--- src/wig_params.svh ---
/*
 * Offsets, field positions, reset values and widths for the wake and
 * interrupt event gating block.
 * Assumes a 32-bit register port with byte addresses.
 */
`ifndef WIG_PARAMS_SVH
`define WIG_PARAMS_SVH

`define WIG_OFS_WAKE_POL 8'h64
`define WIG_OFS_REPORT_CTL 8'h68
`define WIG_OFS_IRQ_STATUS 8'h80
`define WIG_OFS_IRQ_MASK 8'h84

`define WIG_PIN_COUNT 11
`define WIG_MAC_EVENTS 9
`define WIG_WAKE_EN_LSB 0
`define WIG_LEVEL_SEL_LSB 16
`define WIG_LINK_UP_WAKE_BIT 31
`define WIG_ALWAYS_BIT 31
`define WIG_PIN_REPORT_LSB 0
`define WIG_MAC_REPORT_LSB 11
`define WIG_REPORT_SRC_BITS 20
`define WIG_STAT_PIN_WAKE_BIT 20
`define WIG_STAT_LINK_WAKE_BIT 21
`define WIG_STAT_BITS 22
`define WIG_LINK_PIN 7

`define WIG_RST_WAKE_EN 11'h000
`define WIG_RST_LEVEL_SEL 11'h000
`define WIG_RST_REPORT_CTL 32'h00000000
`define WIG_RST_STAT 22'h000000

`endif

--- src/wig_pkg.sv ---
/*
 * Types for the wake and interrupt event gating block.
 * Assumes the constants header is included by the design file.
 */
package wig_pkg;
    typedef logic [1:0] wig_pstate_t;
    typedef enum logic [1:0] {
        WIG_ST_ACTIVE,
        WIG_ST_SUSP0,
        WIG_ST_SUSP1_2,
        WIG_ST_SUSP3
    } wig_power_e;
    typedef enum {
        WIG_POLL_IDLE,
        WIG_POLL_SEND,
        WIG_POLL_NAK
    } wig_poll_e;
endpackage

--- src/wig_event_gate.sv ---
/*
 * Wake and interrupt event gating: pin wake enables and levels, link-up
 * wake on pin 7, interrupt endpoint report gating, a software status and
 * mask pair with one interrupt output.
 * Assumes pins are asynchronous; events, resets, power state and the
 * nonvolatile image come from logic on clk_sys.
 */
`timescale 1ns/10ps
`include "wig_params.svh"

// Contract
// - each set pin wake enable lets its pin wake; clear blocks it.
// - level select 0 wakes on low pin, 1 wakes on high pin.
// - a pin not in general purpose mode never wakes the device.
// - link-up enable plus pin 7 setup signals link up in suspend 0 or 3.
// - wake enables default from the nonvolatile image, zero without it.
// - usb or light soft reset restores wake enables to the loaded image.
// - protected resets leave the wake enable field unchanged.
// - always-on sends a packet every interval; else only after enabled events.
// - mac reset timeout report enable gates that event.
// - receive frame present report enable gates that event.
// - transmit halt report enable gates that event.
// - receive halt report enable gates that event.
// - transceiver interrupt report enable gates that event.
// - transmit fault report enable gates that event.
// - transmit buffer underrun report enable gates that event.
// - transmit buffer overrun report enable gates that event.
// - receive drop report enable gates that event.
// - per-pin report enables gate pin events.
module wig_event_gate
    import wig_pkg::*;
#(
    parameter int PINS = `WIG_PIN_COUNT
) (
    input wire logic clk_sys,
    input wire logic rst_n,
    input wire logic clk_en,
    input wire logic [7:0] reg_addr,
    input wire logic [31:0] reg_wdata,
    input wire logic reg_wr,
    input wire logic reg_rd,
    output logic [31:0] reg_rdata,
    input wire logic [PINS-1:0] pin_level,
    input wire logic [PINS-1:0] pin_is_gpio,
    input wire logic pin7_link_cfg_ok,
    input wire logic link_up,
    input wire logic [1:0] power_state,
    input wire logic usb_reset,
    input wire logic light_soft_reset,
    input wire logic reset_protect,
    input wire logic eeprom_present,
    input wire logic eeprom_load_done,
    input wire logic [15:0] eeprom_wake_bytes,
    input wire logic [`WIG_MAC_EVENTS-1:0] mac_events,
    input wire logic poll_req,
    output logic poll_send,
    output logic poll_nak,
    output logic [31:0] poll_status,
    output logic pin_wake,
    output logic link_up_wake,
    output logic irq
);

    logic [PINS-1:0] pin_meta;
    logic [PINS-1:0] pin_sync;
    logic [PINS-1:0] pin_act_q;
    logic link_meta;
    logic link_sync;
    logic [1:0] sync_fill;
    logic [PINS-1:0] pin_wake_en;
    logic [PINS-1:0] wake_image;
    logic [PINS-1:0] pin_wake_level_sel;
    logic link_up_wake_en;
    logic [31:0] report_ctl;
    logic [`WIG_STAT_BITS-1:0] irq_status;
    logic [`WIG_STAT_BITS-1:0] irq_mask;
    logic [PINS-1:0] pin_active;
    logic [PINS-1:0] pin_edge;
    logic [`WIG_REPORT_SRC_BITS-1:0] report_src;
    logic [`WIG_REPORT_SRC_BITS-1:0] report_pend;
    logic next_pin_wake;
    logic next_link_wake;
    logic in_low_power;
    logic periodic_report_always;
    logic [`WIG_STAT_BITS-1:0] stat_set;
    logic [`WIG_STAT_BITS-1:0] stat_clr;
    logic [`WIG_STAT_BITS-1:0] next_irq_status;
    wig_poll_e poll_state;

    function automatic logic [31:0] wig_zext(input logic [`WIG_STAT_BITS-1:0] v);
        wig_zext = {{(32-`WIG_STAT_BITS){1'b0}}, v};
    endfunction

    function automatic logic hit(input logic [7:0] ofs);
        hit = reg_wr && (reg_addr == ofs);
    endfunction

    function automatic logic [PINS-1:0] wake_restore(input logic [PINS-1:0] img);
        wake_restore = eeprom_present ? img : '0;
    endfunction

    // pin synchroniser
    always_ff @(posedge clk_sys or negedge rst_n) begin
        if (!rst_n) begin
            pin_meta <= '0;
            pin_sync <= '0;
        end else if (clk_en) begin
            pin_meta <= pin_level;
            pin_sync <= pin_meta;
        end
    end

    // link level synchroniser
    always_ff @(posedge clk_sys or negedge rst_n) begin
        if (!rst_n) begin
            link_meta <= 1'b0;
            link_sync <= 1'b0;
        end else if (clk_en) begin
            link_meta <= link_up;
            link_sync <= link_meta;
        end
    end

    // no pin edge until the synchroniser holds real levels, else reset fakes one
    always_ff @(posedge clk_sys or negedge rst_n) begin
        if (!rst_n) begin
            sync_fill <= 2'h0;
        end else if (clk_en) begin
            sync_fill <= {sync_fill[0], 1'b1};
        end
    end

    // active level per pin, only in general purpose mode
    always_comb begin
        pin_active = ~(pin_sync ^ pin_wake_level_sel) & pin_is_gpio
                     & {PINS{sync_fill[1]}};
        pin_edge = pin_active & ~pin_act_q;
    end

    always_ff @(posedge clk_sys or negedge rst_n) begin
        if (!rst_n) begin
            pin_act_q <= '0;
        end else if (clk_en) begin
            pin_act_q <= pin_active;
        end
    end

    // wake enable field with its nonvolatile image
    always_ff @(posedge clk_sys or negedge rst_n) begin
        if (!rst_n) begin
            wake_image <= `WIG_RST_WAKE_EN;
        end else if (clk_en) begin
            if (eeprom_load_done) begin
                wake_image <= wake_restore(eeprom_wake_bytes[PINS-1:0]);
            end
        end
    end

    // load and restore win over a software write in the same cycle
    always_ff @(posedge clk_sys or negedge rst_n) begin
        if (!rst_n) begin
            pin_wake_en <= `WIG_RST_WAKE_EN;
        end else if (clk_en) begin
            if (eeprom_load_done) begin
                pin_wake_en <= wake_restore(eeprom_wake_bytes[PINS-1:0]);
            end else if ((usb_reset || light_soft_reset) && !reset_protect) begin
                pin_wake_en <= wake_restore(wake_image);
            end else if ((usb_reset || light_soft_reset) && reset_protect) begin
                pin_wake_en <= pin_wake_en;
            end else if (hit(`WIG_OFS_WAKE_POL)) begin
                pin_wake_en <= reg_wdata[`WIG_WAKE_EN_LSB +: PINS];
            end
        end
    end

    // level selects
    always_ff @(posedge clk_sys or negedge rst_n) begin
        if (!rst_n) begin
            pin_wake_level_sel <= `WIG_RST_LEVEL_SEL;
        end else if (clk_en) begin
            if (hit(`WIG_OFS_WAKE_POL)) begin
                pin_wake_level_sel <= reg_wdata[`WIG_LEVEL_SEL_LSB +: PINS];
            end
        end
    end

    // link-up wake control
    always_ff @(posedge clk_sys or negedge rst_n) begin
        if (!rst_n) begin
            link_up_wake_en <= 1'b0;
        end else if (clk_en) begin
            if (hit(`WIG_OFS_WAKE_POL)) begin
                link_up_wake_en <= reg_wdata[`WIG_LINK_UP_WAKE_BIT];
            end
        end
    end

    // interrupt endpoint control: always-on in 31, enables in 19:0, rest reads zero
    always_ff @(posedge clk_sys or negedge rst_n) begin
        if (!rst_n) begin
            report_ctl <= `WIG_RST_REPORT_CTL;
        end else if (clk_en) begin
            if (hit(`WIG_OFS_REPORT_CTL)) begin
                report_ctl <= {reg_wdata[`WIG_ALWAYS_BIT], 11'h000,
                               reg_wdata[`WIG_REPORT_SRC_BITS-1:0]};
            end
        end
    end

    // pin wake decision
    always_comb begin
        next_pin_wake = |(pin_active & pin_wake_en);
    end

    // link-up wake decision, only in suspend 0 or 3
    always_comb begin
        in_low_power = (power_state == WIG_ST_SUSP0) || (power_state == WIG_ST_SUSP3);
        next_link_wake = link_up_wake_en && pin7_link_cfg_ok && link_sync
                         && in_low_power && pin_is_gpio[`WIG_LINK_PIN];
    end

    always_ff @(posedge clk_sys or negedge rst_n) begin
        if (!rst_n) begin
            pin_wake <= 1'b0;
        end else if (clk_en) begin
            pin_wake <= next_pin_wake;
        end
    end

    always_ff @(posedge clk_sys or negedge rst_n) begin
        if (!rst_n) begin
            link_up_wake <= 1'b0;
        end else if (clk_en) begin
            link_up_wake <= next_link_wake;
        end
    end

    // report sources: pins in 10:0, mac events in 19:11
    always_comb begin
        report_src = {irq_status[`WIG_REPORT_SRC_BITS-1:`WIG_MAC_REPORT_LSB],
                      irq_status[PINS-1:0]};
        report_pend[`WIG_MAC_REPORT_LSB+8] = report_src[19] & report_ctl[19];
        report_pend[`WIG_MAC_REPORT_LSB+7] = report_src[18] & report_ctl[18];
        report_pend[`WIG_MAC_REPORT_LSB+6] = report_src[17] & report_ctl[17];
        report_pend[`WIG_MAC_REPORT_LSB+5] = report_src[16] & report_ctl[16];
        report_pend[`WIG_MAC_REPORT_LSB+4] = report_src[15] & report_ctl[15];
        report_pend[`WIG_MAC_REPORT_LSB+3] = report_src[14] & report_ctl[14];
        report_pend[`WIG_MAC_REPORT_LSB+2] = report_src[13] & report_ctl[13];
        report_pend[`WIG_MAC_REPORT_LSB+1] = report_src[12] & report_ctl[12];
        report_pend[`WIG_MAC_REPORT_LSB] = report_src[11] & report_ctl[11];
        report_pend[PINS-1:0] = report_src[PINS-1:0] & report_ctl[PINS-1:0];
    end

    // sticky status, set wins over write-one-to-clear
    always_comb begin
        stat_set = '0;
        stat_set[PINS-1:0] = pin_edge;
        stat_set[`WIG_MAC_REPORT_LSB +: `WIG_MAC_EVENTS] = mac_events;
        stat_set[`WIG_STAT_PIN_WAKE_BIT] = next_pin_wake & ~pin_wake;
        stat_set[`WIG_STAT_LINK_WAKE_BIT] = next_link_wake & ~link_up_wake;
        stat_clr = hit(`WIG_OFS_IRQ_STATUS) ? reg_wdata[`WIG_STAT_BITS-1:0] : '0;
        next_irq_status = (irq_status & ~stat_clr) | stat_set;
    end

    always_ff @(posedge clk_sys or negedge rst_n) begin
        if (!rst_n) begin
            irq_status <= `WIG_RST_STAT;
        end else if (clk_en) begin
            irq_status <= next_irq_status;
        end
    end

    // mask of the same layout as status
    always_ff @(posedge clk_sys or negedge rst_n) begin
        if (!rst_n) begin
            irq_mask <= `WIG_RST_STAT;
        end else if (clk_en) begin
            if (hit(`WIG_OFS_IRQ_MASK)) begin
                irq_mask <= reg_wdata[`WIG_STAT_BITS-1:0];
            end
        end
    end

    // irq follows the status of this edge, so it drops together with the clear
    always_ff @(posedge clk_sys or negedge rst_n) begin
        if (!rst_n) begin
            irq <= 1'b0;
        end else if (clk_en) begin
            irq <= |(next_irq_status & irq_mask);
        end
    end

    // interrupt endpoint poll answer
    always_comb begin
        periodic_report_always = report_ctl[`WIG_ALWAYS_BIT];
        if (!poll_req) begin
            poll_state = WIG_POLL_IDLE;
        end else if (periodic_report_always || (|report_pend)) begin
            poll_state = WIG_POLL_SEND;
        end else begin
            poll_state = WIG_POLL_NAK;
        end
    end

    // one-cycle answer pulses
    always_ff @(posedge clk_sys or negedge rst_n) begin
        if (!rst_n) begin
            poll_send <= 1'b0;
            poll_nak <= 1'b0;
        end else if (clk_en) begin
            poll_send <= 1'b0;
            poll_nak <= 1'b0;
            case (poll_state)
                WIG_POLL_SEND: begin
                    poll_send <= 1'b1;
                end
                WIG_POLL_NAK: begin
                    poll_nak <= 1'b1;
                end
                WIG_POLL_IDLE: begin
                    poll_send <= 1'b0;
                end
                default: begin
                    poll_nak <= 1'b0;
                end
            endcase
        end
    end

    // status snapshot, held until the next packet is sent
    always_ff @(posedge clk_sys or negedge rst_n) begin
        if (!rst_n) begin
            poll_status <= '0;
        end else if (clk_en) begin
            if (poll_state == WIG_POLL_SEND) begin
                poll_status <= wig_zext(irq_status);
            end
        end
    end

    // register read port, data one cycle after the strobe
    always_ff @(posedge clk_sys or negedge rst_n) begin
        if (!rst_n) begin
            reg_rdata <= '0;
        end else if (clk_en) begin
            if (reg_rd) begin
                case (reg_addr)
                    `WIG_OFS_WAKE_POL: begin
                        reg_rdata <= {link_up_wake_en, 4'h0, pin_wake_level_sel,
                                      5'h00, pin_wake_en};
                    end
                    `WIG_OFS_REPORT_CTL: begin
                        reg_rdata <= report_ctl;
                    end
                    `WIG_OFS_IRQ_STATUS: begin
                        reg_rdata <= wig_zext(irq_status);
                    end
                    `WIG_OFS_IRQ_MASK: begin
                        reg_rdata <= wig_zext(irq_mask);
                    end
                    default: begin
                        reg_rdata <= 32'h00000000;
                    end
                endcase
            end else begin
                reg_rdata <= 32'h00000000;
            end
        end
    end

endmodule // wig_event_gate

--- config.mk ---
export PLATFORM = sky130hd
export DESIGN_NAME = wig_event_gate
export DESIGN_NICKNAME = d
export VERILOG_FILES = /design/src/wig_pkg.sv /design/src/wig_event_gate.sv
export VERILOG_INCLUDE_DIRS = /design/src /design/src/src
export SDC_FILE = /design/constraint.sdc
export NUM_CORES = 1
export LEC_CHECK = 0
export BUFFER_PORTS_ARGS = -buffer_cell sky130_fd_sc_hd__buf_2
export CORE_ASPECT_RATIO = 2
export CORE_MARGIN = 2
export CORE_UTILIZATION = 50
export CTS_BUF_LIST = sky130_fd_sc_hd__clkbuf_4 sky130_fd_sc_hd__clkbuf_8
export CTS_CLUSTER_DIAMETER = 60
export DETAILED_ROUTE_END_ITERATION = 12
export GPL_TIMING_DRIVEN = 0
export PLACE_DENSITY = 0.73
export SLEW_MARGIN = 20
export SYNTH_ARGS = -nofsm -noshare
export SYNTH_HDL_FRONTEND = slang
export SYNTH_SLANG_ARGS = --single-unit
--- constraint.sdc ---
create_clock -name clk_sys -period 2.55 [get_ports clk_sys]
set_input_delay 0 -clock clk_sys [delete_from_list [all_inputs] [get_ports clk_sys]]
set_output_delay 0 -clock clk_sys [all_outputs]
set_load 0.02 [all_outputs]
==> results.md <==
- Hold Path Sink: pin_act_q[1]
- FF-to-FF Start: sync_fill[1]
- Area grow syn2layout: 27.6%
- Worst vdd ir: 0.000416 V
- Top FF cell, synth: dfrtp_1
- HP Class: input port to flip-flop
- Pleak: 5.16 nW
- Tmin final: 2.46 ns
- Placed insts: 1114
- Vias per cell: 5.98
- Core box area: 17100 µm²
- Relative slew margins: 42.3%
- Final net count: 1116
- Die area: 18500 µm²
- RSZ-0062 raised after global routing: no
- Slowest CP cell: clkbuf_1
- Clk sinks: 191
- Async SR Flop Fraction: 100%
- TritonRoute pass-1 iters: 5
- Total Routing Usage GR: 30.3%
- Kind of critical path: input port to flip-flop
- Reg2reg path depth: 6
- Clock-pin slew on the worst setup and hold paths: 0.10 ns
- Worst EP required: 2.91 ns
- Site Rows: 68
- Slowest Stage Delay on Critical Path: 0.59 ns
- Most numerous cell in the Yosys netlist: dfrtp_1
- Fraction of layout cells with a size suffix above 1: 30.4%
- Min setup slack post-route: 0.0933 ns
- Final Hold Violating Endpoints: 0
- GP Congestion: 0.946
- Die Height: 190 µm
- Synthesized instance count: 745
- CTS tree: yes
- Final slew viol count: 0
- Post-DP HPWL: 19500 µm
- Initial core utilization: 50.8%
- Pre-CTS setup slack: -0.191 ns
- Ys Warns: 0
- Syn Area/Cell: 11.7 µm²
- Worst skew pair latency: 0.49 ns
- Crit. End Element: flip-flop
- Routed wire length: 27300 µm
- Synth unique cells: 57
- Synth area leader: dfrtp_1
- Least-Margin Pin Slew: 0.866 ns
- DRT iter0 DRCs: 730
- Die W: 97.2 µm
- Clock root cell: clkbuf_8
- Max-cap viol count: 0
- Util after Layout: 64.7%
- Final Cycle Share: 96.3%
- EDFF count, synth: 0
- Antenna fix cells: 0
- Port-buffer cells: 145
- Overflow after GRT: 0
- Number of global-route vias before repair: 7619
- Hold WS: 0.0248 ns
- Clock buffer depth: 2
- Pwr dens: 603 nW/µm²
- Hold path startpoint: pin_is_gpio[1]
- Data arrival, critical path: 2.82 ns
- Worst Setup SP: reg_addr[4]
- Layout Skew: 0.0182 ns
- Leading post-synthesis cells by cell area: dfrtp_1, mux2_2, nand2_1
- Critical Path Fanout Max: 10
- Synth Register Bits: 191
- Worst r2r dst: irq
- Non-filler cells, final: 1237
- H-tree depth: 4
- Fmax: 407 MHz
- Worst R2R Setup Slack: 0.14 ns
- Initial antenna violation count: 0
- WL/cell: 22.1 µm
- Io pins: 171
- Post-DRT Antenna Nets: 0
- Sequential cell area fraction in the yosys report: 55.1%
- Final setup violation count: 0
- Post-synth top cells: dfrtp_1, mux2_2, nand2_1, a21oi_1, clkbuf_1
- Largest net degree at the start of global routing: 100
- Hold Crit Depth: 3
- TritonCTS Buffers: 17
- First-pass GRT wire length: 42500 µm
- # DRC: 0
- Synth top area share: 55.1%
- Worst path cell trace: buf_2 -> nor4b_4 -> nand3_1 -> nor2_1 -> clkbuf_1 -> nand2_1 -> a22o_1 -> dlygate4sd3_1
- Mapped cell area: 8680 µm²
- CP startpoint kind: input port
- Via count: 7400
- Status: finished clean
-- metal layers --
metal | GRT usage (%) | part of all wire [%] | vias to the layer above
met1 | 34.4 | 36 | 3647
li1 | - | - | 3283
met2 | 51.7 | 50 | 376
met5 | 0 | 0 | -
met3 | 5.79 | 6.7 | 94
met4 | 19.8 | 6.6 | 0
-- metrics by stage --
step / setup TNS [ns] / instance area (µm²) / power [mW]
floorplan: 0 / 8730 / 4.11
global placement: -309.97 / 9720 / 4.58
detailed placement: -2.52 / 9750 / 4.62
CTS: 0 / 11100 / 6.69
global route: 0 / 11100 / 6.95
finish: 0 / 11100 / 6.68
-- worst max-delay path by stage --
stage               cells past startpoint  slack, ns               to
detailed placement                      6      -0.19   poll_status[6]
floorplan                               6       0.53              irq
global placement                        1      -1.63    wake_image[2]
finish                                  8       0.09   irq_status[19]
global route                            8      0.007   irq_status[19]
CTS                                     6       0.08  poll_status[12]
-- power breakdown --
part | switching (mW) | total (mW) | internal, mW | leakage, nW
clock network | 1.19 | 1.99 | 0.807 | 0.187
logic | 0.674 | 1.20 | 0.523 | 2.63
registers | 0.197 | 3.49 | 3.29 | 2.34
-- flip-flops by register name, summed over array words and instances (netlist names) --
signal and flops:
link_up_wake 1, wake_image 11, link_sync 1, report_ctl 21
reg_rdata 28, irq_status 22, pin_act_q 11, irq_mask 22
pin_meta 11, pin_wake_level_sel 11, poll_status 22, pin_wake 1
pin_sync 11, irq 1, sync_fill 2, poll_nak 1
link_meta 1, pin_wake_en 11, link_up_wake_en 1, poll_send 1
-- cell type report --
type / count / area, µm²
fill: 1332 / 6030
sequential: 191 / 4780
multi-input combinational: 493 / 3620
timing repair buffer: 237 / 1670
buffer: 59 / 295
tap: 210 / 263
clock buffer: 17 / 234
clock inverter: 15 / 154
inverter: 15 / 56.3
-- critical path, delay by kind of cell --
kind                   cells  cell delay [ns]
buffers and inverters      3             1.27
and+or+nand+nor            4             1.35
AOI/OAI and AO/OA          1             0.19
-- cells in the final DEF, fill, tap and decap left out, drive strengths merged, types with 3 or more instances in the layout --
cell type	synthesis	final
nor3b	10	10
conb	1	14
clkbuf	32	50
inv	15	22
buf	27	173
and3	8	8
nand3	12	12
a21boi	3	3
o21ai	29	29
mux2	101	101
nor3	15	15
a22o	25	25
dfrtp	191	191
xor2	7	7
nand2	87	87
a21oi	43	43
clkinv	0	3
a222oi	27	27
a32o	4	4
nor2	17	17
a21o	22	22
xnor2	4	4
o2bb2ai	14	14
nand4	5	5
a22oi	9	9
a31oi	4	4
clkinvlp	0	4
nor4	4	4
dlygate4sd3	0	90
-- cells by family after synthesis --
family | after synthesis | synth area share (%)
other | 1 | 0.0432
xor gates and xnor gates | 11 | 1.11
buffers and inverters | 74 | 4.02
and+or+nand+nor | 170 | 9.82
AOI/OAI and AO/OA | 197 | 16.8
DFF | 191 | 55.1
muxes | 101 | 13.1
-- what timing repair did --
| action | 4_1_cts | 5_1_grt |
|---|---|---|
| setup endpoints to repair | 15 | 12 |
| setup buffers | 1 | 0 |
| endpoints found under the hold margin | 218 | 0 |
| hold buffers | 90 | 0 |
| gates cloned | 0 | 0 |
| resized for setup | 1 | 3 |
No activity file was read; power rests on OpenSTA's default activity.
